<file path="src/rtl/core_pm_cfg.svh">
// Constants of the core power-mode controller: register offsets, fields, resets, timing.
`ifndef CORE_PM_CFG_SVH
`define CORE_PM_CFG_SVH

// ----------------------------------------------------------------------------
// Register byte offsets
// ----------------------------------------------------------------------------
`define PM_OFS_HW_CONFIG   12'h000
`define PM_OFS_STATUS      12'h004
`define PM_OFS_WAKE_CAUSE  12'h008

// ----------------------------------------------------------------------------
// Fields of core_hw_config_reg
// ----------------------------------------------------------------------------
`define PM_BIT_DOZE        0
`define PM_BIT_NAP         1
`define PM_BIT_SLEEP       2
`define PM_BIT_DYN_PM      3
`define PM_CFG_WIDTH       4
`define PM_CFG_RESET       4'h0

// ----------------------------------------------------------------------------
// Status and wake-cause layout
// ----------------------------------------------------------------------------
`define PM_STATE_WIDTH     3
`define PM_BIT_REQ_FLAG    4
`define PM_BIT_ACK_FLAG    5
`define PM_WAKE_WIDTH      6
`define PM_WAKE_RESET      6'h00

// ----------------------------------------------------------------------------
// Timing: dispatch demand keeps a unit powered this many cycles after use
// ----------------------------------------------------------------------------
`define PM_UNIT_HOLD_NS    30
`define PM_CLK_NS          10
`define PM_UNIT_HOLD_CYC   ((`PM_UNIT_HOLD_NS + `PM_CLK_NS - 1) / `PM_CLK_NS)

`endif

</file>
<file path="src/rtl/core_pm_pkg.sv">
// Types of the core power-mode controller.
package core_pm_pkg;

    // ------------------------------------------------------------------------
    // Power states, Gray coded in the order listed
    // ------------------------------------------------------------------------
    typedef enum logic [2:0]
    {
        PM_FULL      = 3'h0,
        PM_DOZE      = 3'h1,
        PM_NAP_WAIT  = 3'h3,
        PM_NAP       = 3'h2,
        PM_SLEEP     = 3'h6,
        PM_SLEEP_WAIT = 3'h7,
        PM_WAKE      = 3'h5
    } pm_state_t;

endpackage

</file>
<file path="src/rtl/unit_demand_gate.sv">
// Per-unit power enable driven by instruction dispatch demand.
`include "core_pm_cfg.svh"

module unit_demand_gate #(
    parameter int UNITS = 4,
    parameter int HOLD  = `PM_UNIT_HOLD_CYC
)
(
    // Clock and reset.
    input  wire logic             clk_i,
    input  wire logic             reset_i,
    // Control.
    input  wire logic             dyn_pm_en_i,
    input  wire logic             run_i,
    input  wire logic [UNITS-1:0] demand_i,
    // Unit power enables.
    output logic      [UNITS-1:0] unit_on_o
);

    // ------------------------------------------------------------------------
    // Parameter check
    // ------------------------------------------------------------------------
    if (UNITS < 1 || HOLD < 1 || HOLD > 255)
    begin : g_bad
        $error("unit_demand_gate: bad parameters");
    end

    // ------------------------------------------------------------------------
    // One hold counter per unit
    // ------------------------------------------------------------------------
    for (genvar u = 0; u < UNITS; u++)
    begin : g_unit
        logic [7:0] hold_reg;   // Cycles of power left for this unit.
        logic [7:0] hold_next;  // Next value of the hold counter.
        logic       on_next;    // Next value of the enable.

        // A demand reloads the hold; otherwise it drains to zero.
        always_comb
        begin
            hold_next = hold_reg;
            if (demand_i[u])
            begin
                hold_next = 8'(HOLD);
            end
            else if (hold_reg != 8'h00)
            begin
                hold_next = hold_reg - 8'h01;
            end
            // Without dynamic management every unit stays on while running.
            on_next = run_i && (!dyn_pm_en_i || demand_i[u] || hold_next != 8'h00);
        end

        // Registers only.
        always_ff @(posedge clk_i or posedge reset_i)
        begin
            if (reset_i)
            begin
                hold_reg     <= 8'h00;
                unit_on_o[u] <= 1'b0;
            end
            else
            begin
                hold_reg     <= hold_next;
                unit_on_o[u] <= on_next;
            end
        end
    end

endmodule

</file>
<file path="src/rtl/core_power_mode_control.sv">
// Power-mode controller of the processor core with an APB register slave.
//
// Summary of operation
// Core modes independent of peripheral modes.
// Low-power modes entered only by register write.
// Core state kept; clocks gated, never reset.
// Dynamic management powers units on demand.
// Doze entered at once, no acknowledge.
// Doze keeps snoop, decrementer, data cache.
// Doze wakes on interrupt, decrementer, reset, check.
// Nap and sleep wait for quiesce acknowledge.
// Nap: decrementer only; wake includes acknowledge loss.
// Sleep: nothing runs; decrementer does not wake.
// Quiesce request asserted in nap and sleep.
// Peripheral keeps acknowledge during memory access.
// Wake returns full power, drops request first.
`include "core_pm_cfg.svh"

module core_power_mode_control #(
    parameter int UNITS = 4
)
(
    // Clock and reset.
    input  wire logic             clk_i,
    input  wire logic             reset_i,
    // APB slave.
    input  wire logic             psel,
    input  wire logic             penable,
    input  wire logic             pwrite,
    input  wire logic [11:0]      paddr,
    input  wire logic [31:0]      pwdata,
    output logic      [31:0]      prdata,
    output logic                  pready,
    output logic                  pslverr,
    // Wake sources, asynchronous pins.
    input  wire logic             system_mgmt_interrupt_i,
    input  wire logic             ext_int_i,
    input  wire logic             decrementer_exc_i,
    input  wire logic             soft_reset_i,
    input  wire logic             machine_check_i,
    // Quiesce handshake with peripheral logic.
    input  wire logic             quiesce_acknowledge_i,
    output logic                  quiesce_request_o,
    // Dispatch demand and unit enables.
    input  wire logic [UNITS-1:0] dispatch_demand_i,
    output logic      [UNITS-1:0] unit_on_o,
    // Clock gates of the core domains.
    output logic                  core_clk_en_o,
    output logic                  snoop_en_o,
    output logic                  dcache_en_o,
    output logic                  decrementer_en_o
);

    // ------------------------------------------------------------------------
    // Parameter check
    // ------------------------------------------------------------------------
    if (UNITS < 1 || UNITS > 16)
    begin : g_bad
        $error("core_power_mode_control: UNITS out of range");
    end

    // ------------------------------------------------------------------------
    // Input synchronisers: six asynchronous pins, two stages each
    // ------------------------------------------------------------------------
    logic [5:0] async_in;   // Raw pins.
    logic [5:0] sync1_reg;  // First stage, read only by the second.
    logic [5:0] sync2_reg;  // Second stage, safe for logic.

    assign async_in = {quiesce_acknowledge_i, machine_check_i, soft_reset_i,
                       decrementer_exc_i, ext_int_i, system_mgmt_interrupt_i};

    // Plain two-flop chains; no logic between stages.
    always_ff @(posedge clk_i or posedge reset_i)
    begin
        if (reset_i)
        begin
            sync1_reg <= 6'h00;
            sync2_reg <= 6'h00;
        end
        else
        begin
            sync1_reg <= async_in;
            sync2_reg <= sync1_reg;
        end
    end

    logic mgmt_s, int_s, dec_s, srst_s, mcp_s, ack_s; // Synchronised levels.
    assign {ack_s, mcp_s, srst_s, dec_s, int_s, mgmt_s} = sync2_reg;

    // ------------------------------------------------------------------------
    // Register file and state
    // ------------------------------------------------------------------------
    logic [`PM_CFG_WIDTH-1:0]  cfg_reg, cfg_next;     // Core hardware config.
    logic [`PM_WAKE_WIDTH-1:0] wake_reg, wake_next;   // Sticky wake causes.
    core_pm_pkg::pm_state_t    state_reg, state_next; // Power state.
    logic [31:0]               prdata_next;           // Read mux.
    logic                      pslverr_next;          // Unmapped address.
    logic                      req_next;              // Quiesce request.
    logic                      wr_cfg, wr_wake;       // Write strobes.
    logic [`PM_WAKE_WIDTH-1:0] wake_src;              // Live wake reasons.
    logic                      do_wake;               // Leave the mode.

    wire access = psel && penable;
    assign wr_cfg  = access && pwrite && paddr == `PM_OFS_HW_CONFIG;
    assign wr_wake = access && pwrite && paddr == `PM_OFS_WAKE_CAUSE;

    // Wake sources valid in the present mode.
    always_comb
    begin
        wake_src = {mcp_s, srst_s, !ack_s, dec_s, int_s, mgmt_s};
        case (state_reg)
            core_pm_pkg::PM_DOZE:
            begin
                wake_src[3] = 1'b0;
            end
            core_pm_pkg::PM_NAP:
            begin
                wake_src = wake_src;
            end
            core_pm_pkg::PM_SLEEP:
            begin
                wake_src[2] = 1'b0;
            end
            default:
            begin
                wake_src = '0;
            end
        endcase
        do_wake = |wake_src;
    end

    // Next state, register updates and read data.
    always_comb
    begin
        state_next   = state_reg;
        cfg_next     = cfg_reg;
        wake_next    = wake_reg;
        prdata_next  = 32'h0000_0000;
        pslverr_next = 1'b0;
        // Software clears cause bits by writing ones; a new cause wins.
        if (wr_wake)
        begin
            wake_next = wake_next & ~pwdata[`PM_WAKE_WIDTH-1:0];
        end
        if (wr_cfg)
        begin
            cfg_next = pwdata[`PM_CFG_WIDTH-1:0];
        end
        case (state_reg)
            core_pm_pkg::PM_FULL:
            begin
                // Only a config write moves the core down; sleep beats nap beats doze.
                if (wr_cfg && pwdata[`PM_BIT_SLEEP])
                begin
                    state_next = core_pm_pkg::PM_SLEEP_WAIT;
                end
                else if (wr_cfg && pwdata[`PM_BIT_NAP])
                begin
                    state_next = core_pm_pkg::PM_NAP_WAIT;
                end
                else if (wr_cfg && pwdata[`PM_BIT_DOZE])
                begin
                    state_next = core_pm_pkg::PM_DOZE;
                end
            end
            core_pm_pkg::PM_NAP_WAIT:
            begin
                // Request out, waiting for acknowledge.
                if (mcp_s || srst_s || mgmt_s || int_s || dec_s)
                begin
                    state_next = core_pm_pkg::PM_WAKE;
                end
                else if (ack_s)
                begin
                    state_next = core_pm_pkg::PM_NAP;
                end
            end
            core_pm_pkg::PM_SLEEP_WAIT:
            begin
                if (mcp_s || srst_s || mgmt_s || int_s)
                begin
                    state_next = core_pm_pkg::PM_WAKE;
                end
                else if (ack_s)
                begin
                    state_next = core_pm_pkg::PM_SLEEP;
                end
            end
            core_pm_pkg::PM_DOZE, core_pm_pkg::PM_NAP, core_pm_pkg::PM_SLEEP:
            begin
                // Acknowledge held through peripheral memory access keeps nap.
                if (do_wake)
                begin
                    state_next = core_pm_pkg::PM_WAKE;
                    wake_next  = wake_next | wake_src;
                end
            end
            core_pm_pkg::PM_WAKE:
            begin
                // Request already dropped here; mode bits cleared on return.
                state_next = core_pm_pkg::PM_FULL;
                cfg_next   = cfg_reg & `PM_CFG_WIDTH'(1 << `PM_BIT_DYN_PM);
            end
            default:
            begin
                state_next = core_pm_pkg::PM_FULL;
            end
        endcase
        // Read mux.
        if (psel && !pwrite)
        begin
            case (paddr)
                `PM_OFS_HW_CONFIG:
                begin
                    prdata_next = 32'(cfg_reg);
                end
                `PM_OFS_STATUS:
                begin
                    prdata_next = 32'(state_reg);
                    prdata_next[`PM_BIT_REQ_FLAG] = quiesce_request_o;
                    prdata_next[`PM_BIT_ACK_FLAG] = ack_s;
                end
                `PM_OFS_WAKE_CAUSE:
                begin
                    prdata_next = 32'(wake_reg);
                end
                default:
                begin
                    prdata_next = 32'h0000_0000;
                end
            endcase
        end
        if (psel && paddr != `PM_OFS_HW_CONFIG && paddr != `PM_OFS_STATUS
            && paddr != `PM_OFS_WAKE_CAUSE)
        begin
            pslverr_next = 1'b1;
        end
        // Request stands in nap, sleep and their entry waits.
        req_next = state_next == core_pm_pkg::PM_NAP_WAIT
                 || state_next == core_pm_pkg::PM_NAP
                 || state_next == core_pm_pkg::PM_SLEEP_WAIT
                 || state_next == core_pm_pkg::PM_SLEEP;
    end

    // Registers only. Core state itself is never reset by mode changes.  R3
    always_ff @(posedge clk_i or posedge reset_i)
    begin
        if (reset_i)
        begin
            state_reg         <= core_pm_pkg::PM_FULL;
            cfg_reg           <= `PM_CFG_RESET;
            wake_reg          <= `PM_WAKE_RESET;
            prdata            <= 32'h0000_0000;
            pready            <= 1'b0;
            pslverr           <= 1'b0;
            quiesce_request_o <= 1'b0;
            core_clk_en_o     <= 1'b1;
            snoop_en_o        <= 1'b1;
            dcache_en_o       <= 1'b1;
            decrementer_en_o  <= 1'b1;
        end
        else
        begin
            state_reg         <= state_next;
            cfg_reg           <= cfg_next;
            wake_reg          <= wake_next;
            prdata            <= prdata_next;
            pready            <= psel && !penable;
            pslverr           <= pslverr_next;
            quiesce_request_o <= req_next;
            // Clock gates follow the target state; this block owns only core domains. R1
            core_clk_en_o     <= state_next == core_pm_pkg::PM_FULL
                              || state_next == core_pm_pkg::PM_WAKE;
            snoop_en_o        <= state_next != core_pm_pkg::PM_NAP
                              && state_next != core_pm_pkg::PM_SLEEP;
            dcache_en_o       <= state_next != core_pm_pkg::PM_NAP
                              && state_next != core_pm_pkg::PM_SLEEP;
            decrementer_en_o  <= state_next != core_pm_pkg::PM_SLEEP;
        end
    end

    // ------------------------------------------------------------------------
    // Demand-driven unit power
    // ------------------------------------------------------------------------
    unit_demand_gate #(
        .UNITS (UNITS),
        .HOLD  (`PM_UNIT_HOLD_CYC)
    ) u_gate (
        .clk_i     (clk_i),
        .reset_i   (reset_i),
        .dyn_pm_en_i (cfg_reg[`PM_BIT_DYN_PM]),
        .run_i     (state_reg == core_pm_pkg::PM_FULL),
        .demand_i  (dispatch_demand_i),
        .unit_on_o (unit_on_o)
    );

    // ------------------------------------------------------------------------
    // Checks
    // ------------------------------------------------------------------------
    chk_quiesce_request_in_nap: assert property (@(posedge clk_i) disable iff (reset_i)
        state_reg == core_pm_pkg::PM_NAP |-> quiesce_request_o)
        else $error("quiesce request low in nap");
    chk_nap_needs_ack: assert property (@(posedge clk_i) disable iff (reset_i)
        state_reg == core_pm_pkg::PM_NAP_WAIT && !ack_s && !do_wake
        |=> state_reg != core_pm_pkg::PM_NAP)
        else $error("nap entered without acknowledge");
    chk_doze_direct: assert property (@(posedge clk_i) disable iff (reset_i)
        state_reg == core_pm_pkg::PM_FULL && wr_cfg && pwdata[2:0] == 3'h1
        |=> state_reg == core_pm_pkg::PM_DOZE)
        else $error("doze not entered");
    chk_no_spont_entry: assert property (@(posedge clk_i) disable iff (reset_i)
        state_reg == core_pm_pkg::PM_FULL && !wr_cfg |=> state_reg == core_pm_pkg::PM_FULL)
        else $error("spontaneous mode entry");
    chk_sleep_dec: assert property (@(posedge clk_i) disable iff (reset_i)
        state_reg == core_pm_pkg::PM_SLEEP && ack_s && !mgmt_s && !int_s && !srst_s
        && !mcp_s |=> state_reg == core_pm_pkg::PM_SLEEP)
        else $error("sleep left without cause");
    chk_wake_two: assert property (@(posedge clk_i) disable iff (reset_i)
        state_reg == core_pm_pkg::PM_DOZE && int_s
        |=> ##1 state_reg == core_pm_pkg::PM_FULL && !quiesce_request_o)
        else $error("doze wake slow");
    chk_nap_ack_loss: assert property (@(posedge clk_i) disable iff (reset_i)
        state_reg == core_pm_pkg::PM_NAP && !ack_s |=> !quiesce_request_o)
        else $error("request held after acknowledge loss");
    chk_doze_snoop: assert property (@(posedge clk_i) disable iff (reset_i)
        state_reg == core_pm_pkg::PM_DOZE |-> snoop_en_o && decrementer_en_o)
        else $error("doze lost snoop");

endmodule

</file>
<file path="config.mk">
export PLATFORM = sky130hd
export DESIGN_NAME = core_power_mode_control
export DESIGN_NICKNAME = d
export VERILOG_FILES = /design/src/rtl/core_pm_pkg.sv /design/src/rtl/unit_demand_gate.sv /design/src/rtl/core_power_mode_control.sv
export VERILOG_INCLUDE_DIRS = /design/src /design/src/rtl
export SDC_FILE = /design/constraint.sdc
export NUM_CORES = 1
export LEC_CHECK = 0
export ABC_AREA = 1
export BUFFER_PORTS_ARGS = -buffer_cell sky130_fd_sc_hd__buf_4
export CELL_PAD_IN_SITES_DETAIL_PLACEMENT = 1
export CELL_PAD_IN_SITES_GLOBAL_PLACEMENT = 1
export CORE_AREA = 4 4 107 109
export DETAILED_ROUTE_END_ITERATION = 6
export DIE_AREA = 0 0 111 113
export PLACE_DENSITY_LB_ADDON = 0.1
export SYNTH_ARGS = -nofsm -noshare
export SYNTH_HDL_FRONTEND = slang
export SYNTH_SLANG_ARGS = --single-unit
</file>
<file path="constraint.sdc">
create_clock -name clk_i -period 2.3 [get_ports clk_i]
set_input_delay 0.23 -clock clk_i [delete_from_list [all_inputs] [get_ports clk_i]]
set_output_delay 0.23 -clock clk_i [all_outputs]
set_load 0.03 [all_outputs]
</file>
==> impl_results.md <==
- Flop pwr share: 40.5%
- Core ar.: between 0.01 and 0.015 mm2
- Final core utilization: 43.9%
- Clock-pin slew on the worst setup and hold paths: 80 ps
- Yosys top cell by area: dfrtp_1
- Unrepaired setup endpoints after global routing: false
- Post-synth ARST share: 100%
- Combinational Power Share: 30.3%
- CTS H-tree lvls: 3
- Data arrival, critical path: 2100 ps
- Hold crit path type: input pin to flop
- Drt total wl: 9.20 mm
- Sw Share: 37.2%
- Status: finished clean
- Peak VDD IR: 0.389 mV
- Pint: 2.48 mW
- Setup bufs post-CTS: 0
- TritonCTS buffer count: 9
- Via density: 4.45
- WL/cell: 13.1 um
- Fin cells: 703
- P_leak: approximately 2.5 nW
- Number of flip-flops in the largest register: 32
- CTS sink cnt: 73
- CTS tree: yes
- Clk Tree Root Cell: clkbuf_8
- Psw: ~1.5 mW
- R2R cell count: 11
- PwrDens: 848 mW/mm2
- Dominant synthesized flop cell: dfrtp_1
- Post-synthesis sequential area ratio: between 40% and 50%
- Final Hold Fails: 0
- Hpwl dp: about 7.4 mm
- Syn_area_per_cell: approximately 7.9 um2
- Post-route ant nets: 0
- Input/output buffers: just under 50
- CP Max Fanout: 6
- Die area: 0.0125 mm2
- Final period util: 80.3%
- Synth warn: 0
- Max-slew headroom: between 60% and 70%
- Share of the synthesized area in the top cell type: approximately 45%
- Starting density of the core: a little under two fifths
- Crit end category: flop
- Worst slew pin tran: 523 ps
- Skew final: 8.06 ps
- Setup violators final: 0
- Vias in the first global route: 3407
- Nets: between 600 and 700
- 1st-pass router iterations: 4
- Pins Over Slew Limit: 0
- Die Width: roughly 110 um
- CP max stage delay: around 400 ps
- Gr usage total: approximately 16%
- Area Growth Syn to Fin: 19.2%
- Clk pwr share: between 20% and 30%
- Die height: 113 um
- Fin Hold WS: about 29 ps
- IO Count: 102
- Std-Cell Rows: 38
- Antenna violations before repair: 0
- Clock latency at the later pin of the worst-skew pair: approximately 360 ps
- Routability Congestion: between 0.8 and 0.9
- CP cell instances: inv_1, ha_1, nand3_1, nor2_1, nor2_1, nand2_1, nand2_1, nor2_1, nand3_1, nand2_1, inv_1
- Kind of critical path: flop to flop
- Area contributors post-synth: dfrtp_1 (45%), nand2_1 (9.2%), inv_1 (8.2%), nor2_1 (7.1%), buf_4 (5.2%)
- Clock buffer depth: 2
- First-pass GRT wire length: 15.8 mm
- CP Launch Type: flop
- Synthesized area: 0.00390 mm2
- Post-CTS Resized: 0
- Min Tclk post-route: 1850 ps
- Setup TNS: 0 ps
- GRT overflow: 0
- 1st-iter DRT viols: 140
- Fmax achieved: 542 MHz
- Post-synth EDFFs: 0
- Slowest cell on crit path: dfrtp_1
- Worst Hold Depth: 2
- WP data required: 2560 ps
- ANT cells: 0
- Library cells used by synthesis: 37
- DRC: 0
- Largest net degree at the start of global routing: 28
- Synthesized instance count: approximately 490
- Ratio of cells with drive above 1 in the final layout: between 15 and 20%
- Vias post-DR: about 3100
- #FFs+latches synth: 73
- Placed Cells: 680
- Max-Cap Viols: 0
cell families (layout without fill, tap and decap cells):
family / count (synthesis) / after routing / synth area share (%)
and+or+nand+nor: 234 / 234 / 26.2
buffers and inverters: 118 / 164 / 14.2
DFF: 73 / 73 / 46.9
AOI/OAI and AO/OA: 45 / 45 / 7.15
xor gates and xnor gates: 13 / 13 / 2.92
adders and majority gates: 8 / 8 / 2.56
other: 1 / 26 / 0.0960
cell type report:
class	instances	area [um2]
fillers	1303	5950
flip-flops and latches	73	1830
multi-input cells	326	1620
repair buffers	59	473
inverters	89	334
well taps	140	175
clock buffers	9	124
clock inverters	7	103
metal layers:
layer / vias up / global-route usage, % / part of all wire (%) / routed length, um
met4: 0 / 4.27 / 1.3 / 117
met1: 1485 / 18.8 / 44 / 4040
met5: - / 0 / 0 / 0
met2: 39 / 27.9 / 52 / 4750
li1: 1596 / - / - / -
met3: 10 / 3.96 / 3.2 / 294
cells in the final DEF, fill, tap and decap left out, types with 2 or more instances in the layout:
cell type	Yosys	routed
xnor2_1	3	3
dlygate4sd3_1	0	7
a21oi_1	10	10
nand3_1	38	38
bufinv_16	0	2
conb_1	1	26
nand2_2	2	2
dfrtp_1	70	70
nor3_4	2	2
ha_1	8	8
dfstp_2	3	3
nand4_1	6	6
nor3_1	3	3
xor2_1	10	10
clkbuf_8	0	9
nand2_1	96	96
a22o_1	2	2
inv_6	0	2
buf_4	27	51
o21ai_0	19	19
inv_2	4	5
o22ai_1	3	3
o221ai_1	3	3
nor2_2	7	7
clkinv_4	0	2
inv_1	85	84
a21oi_2	2	2
nor2_1	74	74
cells in the mapped netlist (2+ instances only):
master,count
xor2_1,10
xnor2_1,3
inv_2,4
buf_4,27
nand2_2,2
a22o_1,2
nand4_1,6
a21oi_1,10
nand3_1,38
ha_1,8
inv_1,85
o221ai_1,3
nor3_4,2
a21oi_2,2
nor2_1,74
nand2_1,96
dfstp_2,3
dfrtp_1,70
nor2_2,7
o21ai_0,19
o22ai_1,3
nor3_1,3
per-stage QoR:
step	worst slack [ps]	cell area [um2]	total power, mW
finish	453	4650	3.95
global route	176	4650	4.27
CTS	399	4650	4.01
detailed placement	421	4360	2.83
global placement	458	4360	2.78
floorplan	222	4000	2.49
final timing paths:
| kind | from | endpoint | slack [ps] |
|---|---|---|---|
| worst min-delay path | penable | pready$_DFF_PP0_ | 30 |
| min in group asynchronous | reset_i | u_gate.g_unit[0].hold_reg[0]$_DFF_PP0_ | 460 |
| worst max-delay path | u_gate.g_unit[1].hold_reg[0]$_DFF_PP0_ | u_gate.unit_on_o[1]$_DFF_PP0_ | 450 |
| worst min register to register | sync1_reg[2]$_DFF_PP0_ | sync2_reg[2]$_DFF_PP0_ | 350 |
| max in group asynchronous | reset_i | prdata[5]$_DFF_PP0_ | 1070 |
| worst max register to register | u_gate.g_unit[1].hold_reg[0]$_DFF_PP0_ | u_gate.unit_on_o[1]$_DFF_PP0_ | 450 |
critical path, delay by kind of cell, from the launching register on:
kind	cells	cell delay, ps
adder cells (fa/ha/maj)	1	190
buffers and inverters	2	190
flip-flops	1	400
AND/OR/NAND/NOR	8	950
repair_timing:
action	4_1_cts	5_1_grt
hold buffers	7	0
setup endpoints to repair	0	0
endpoints found under the hold margin	27	0
power groups by stage:
stage,Sequential (mW),Clock [mW],Combinational [mW]
finish,1.60,1.15,1.20
global route,1.63,1.27,1.38
CTS,1.60,1.20,1.22
detailed placement,1.63,0,1.20
global placement,1.62,0,1.16
floorplan,1.66,0,0.831
Note: power is estimated with default switching activity, not from simulation.
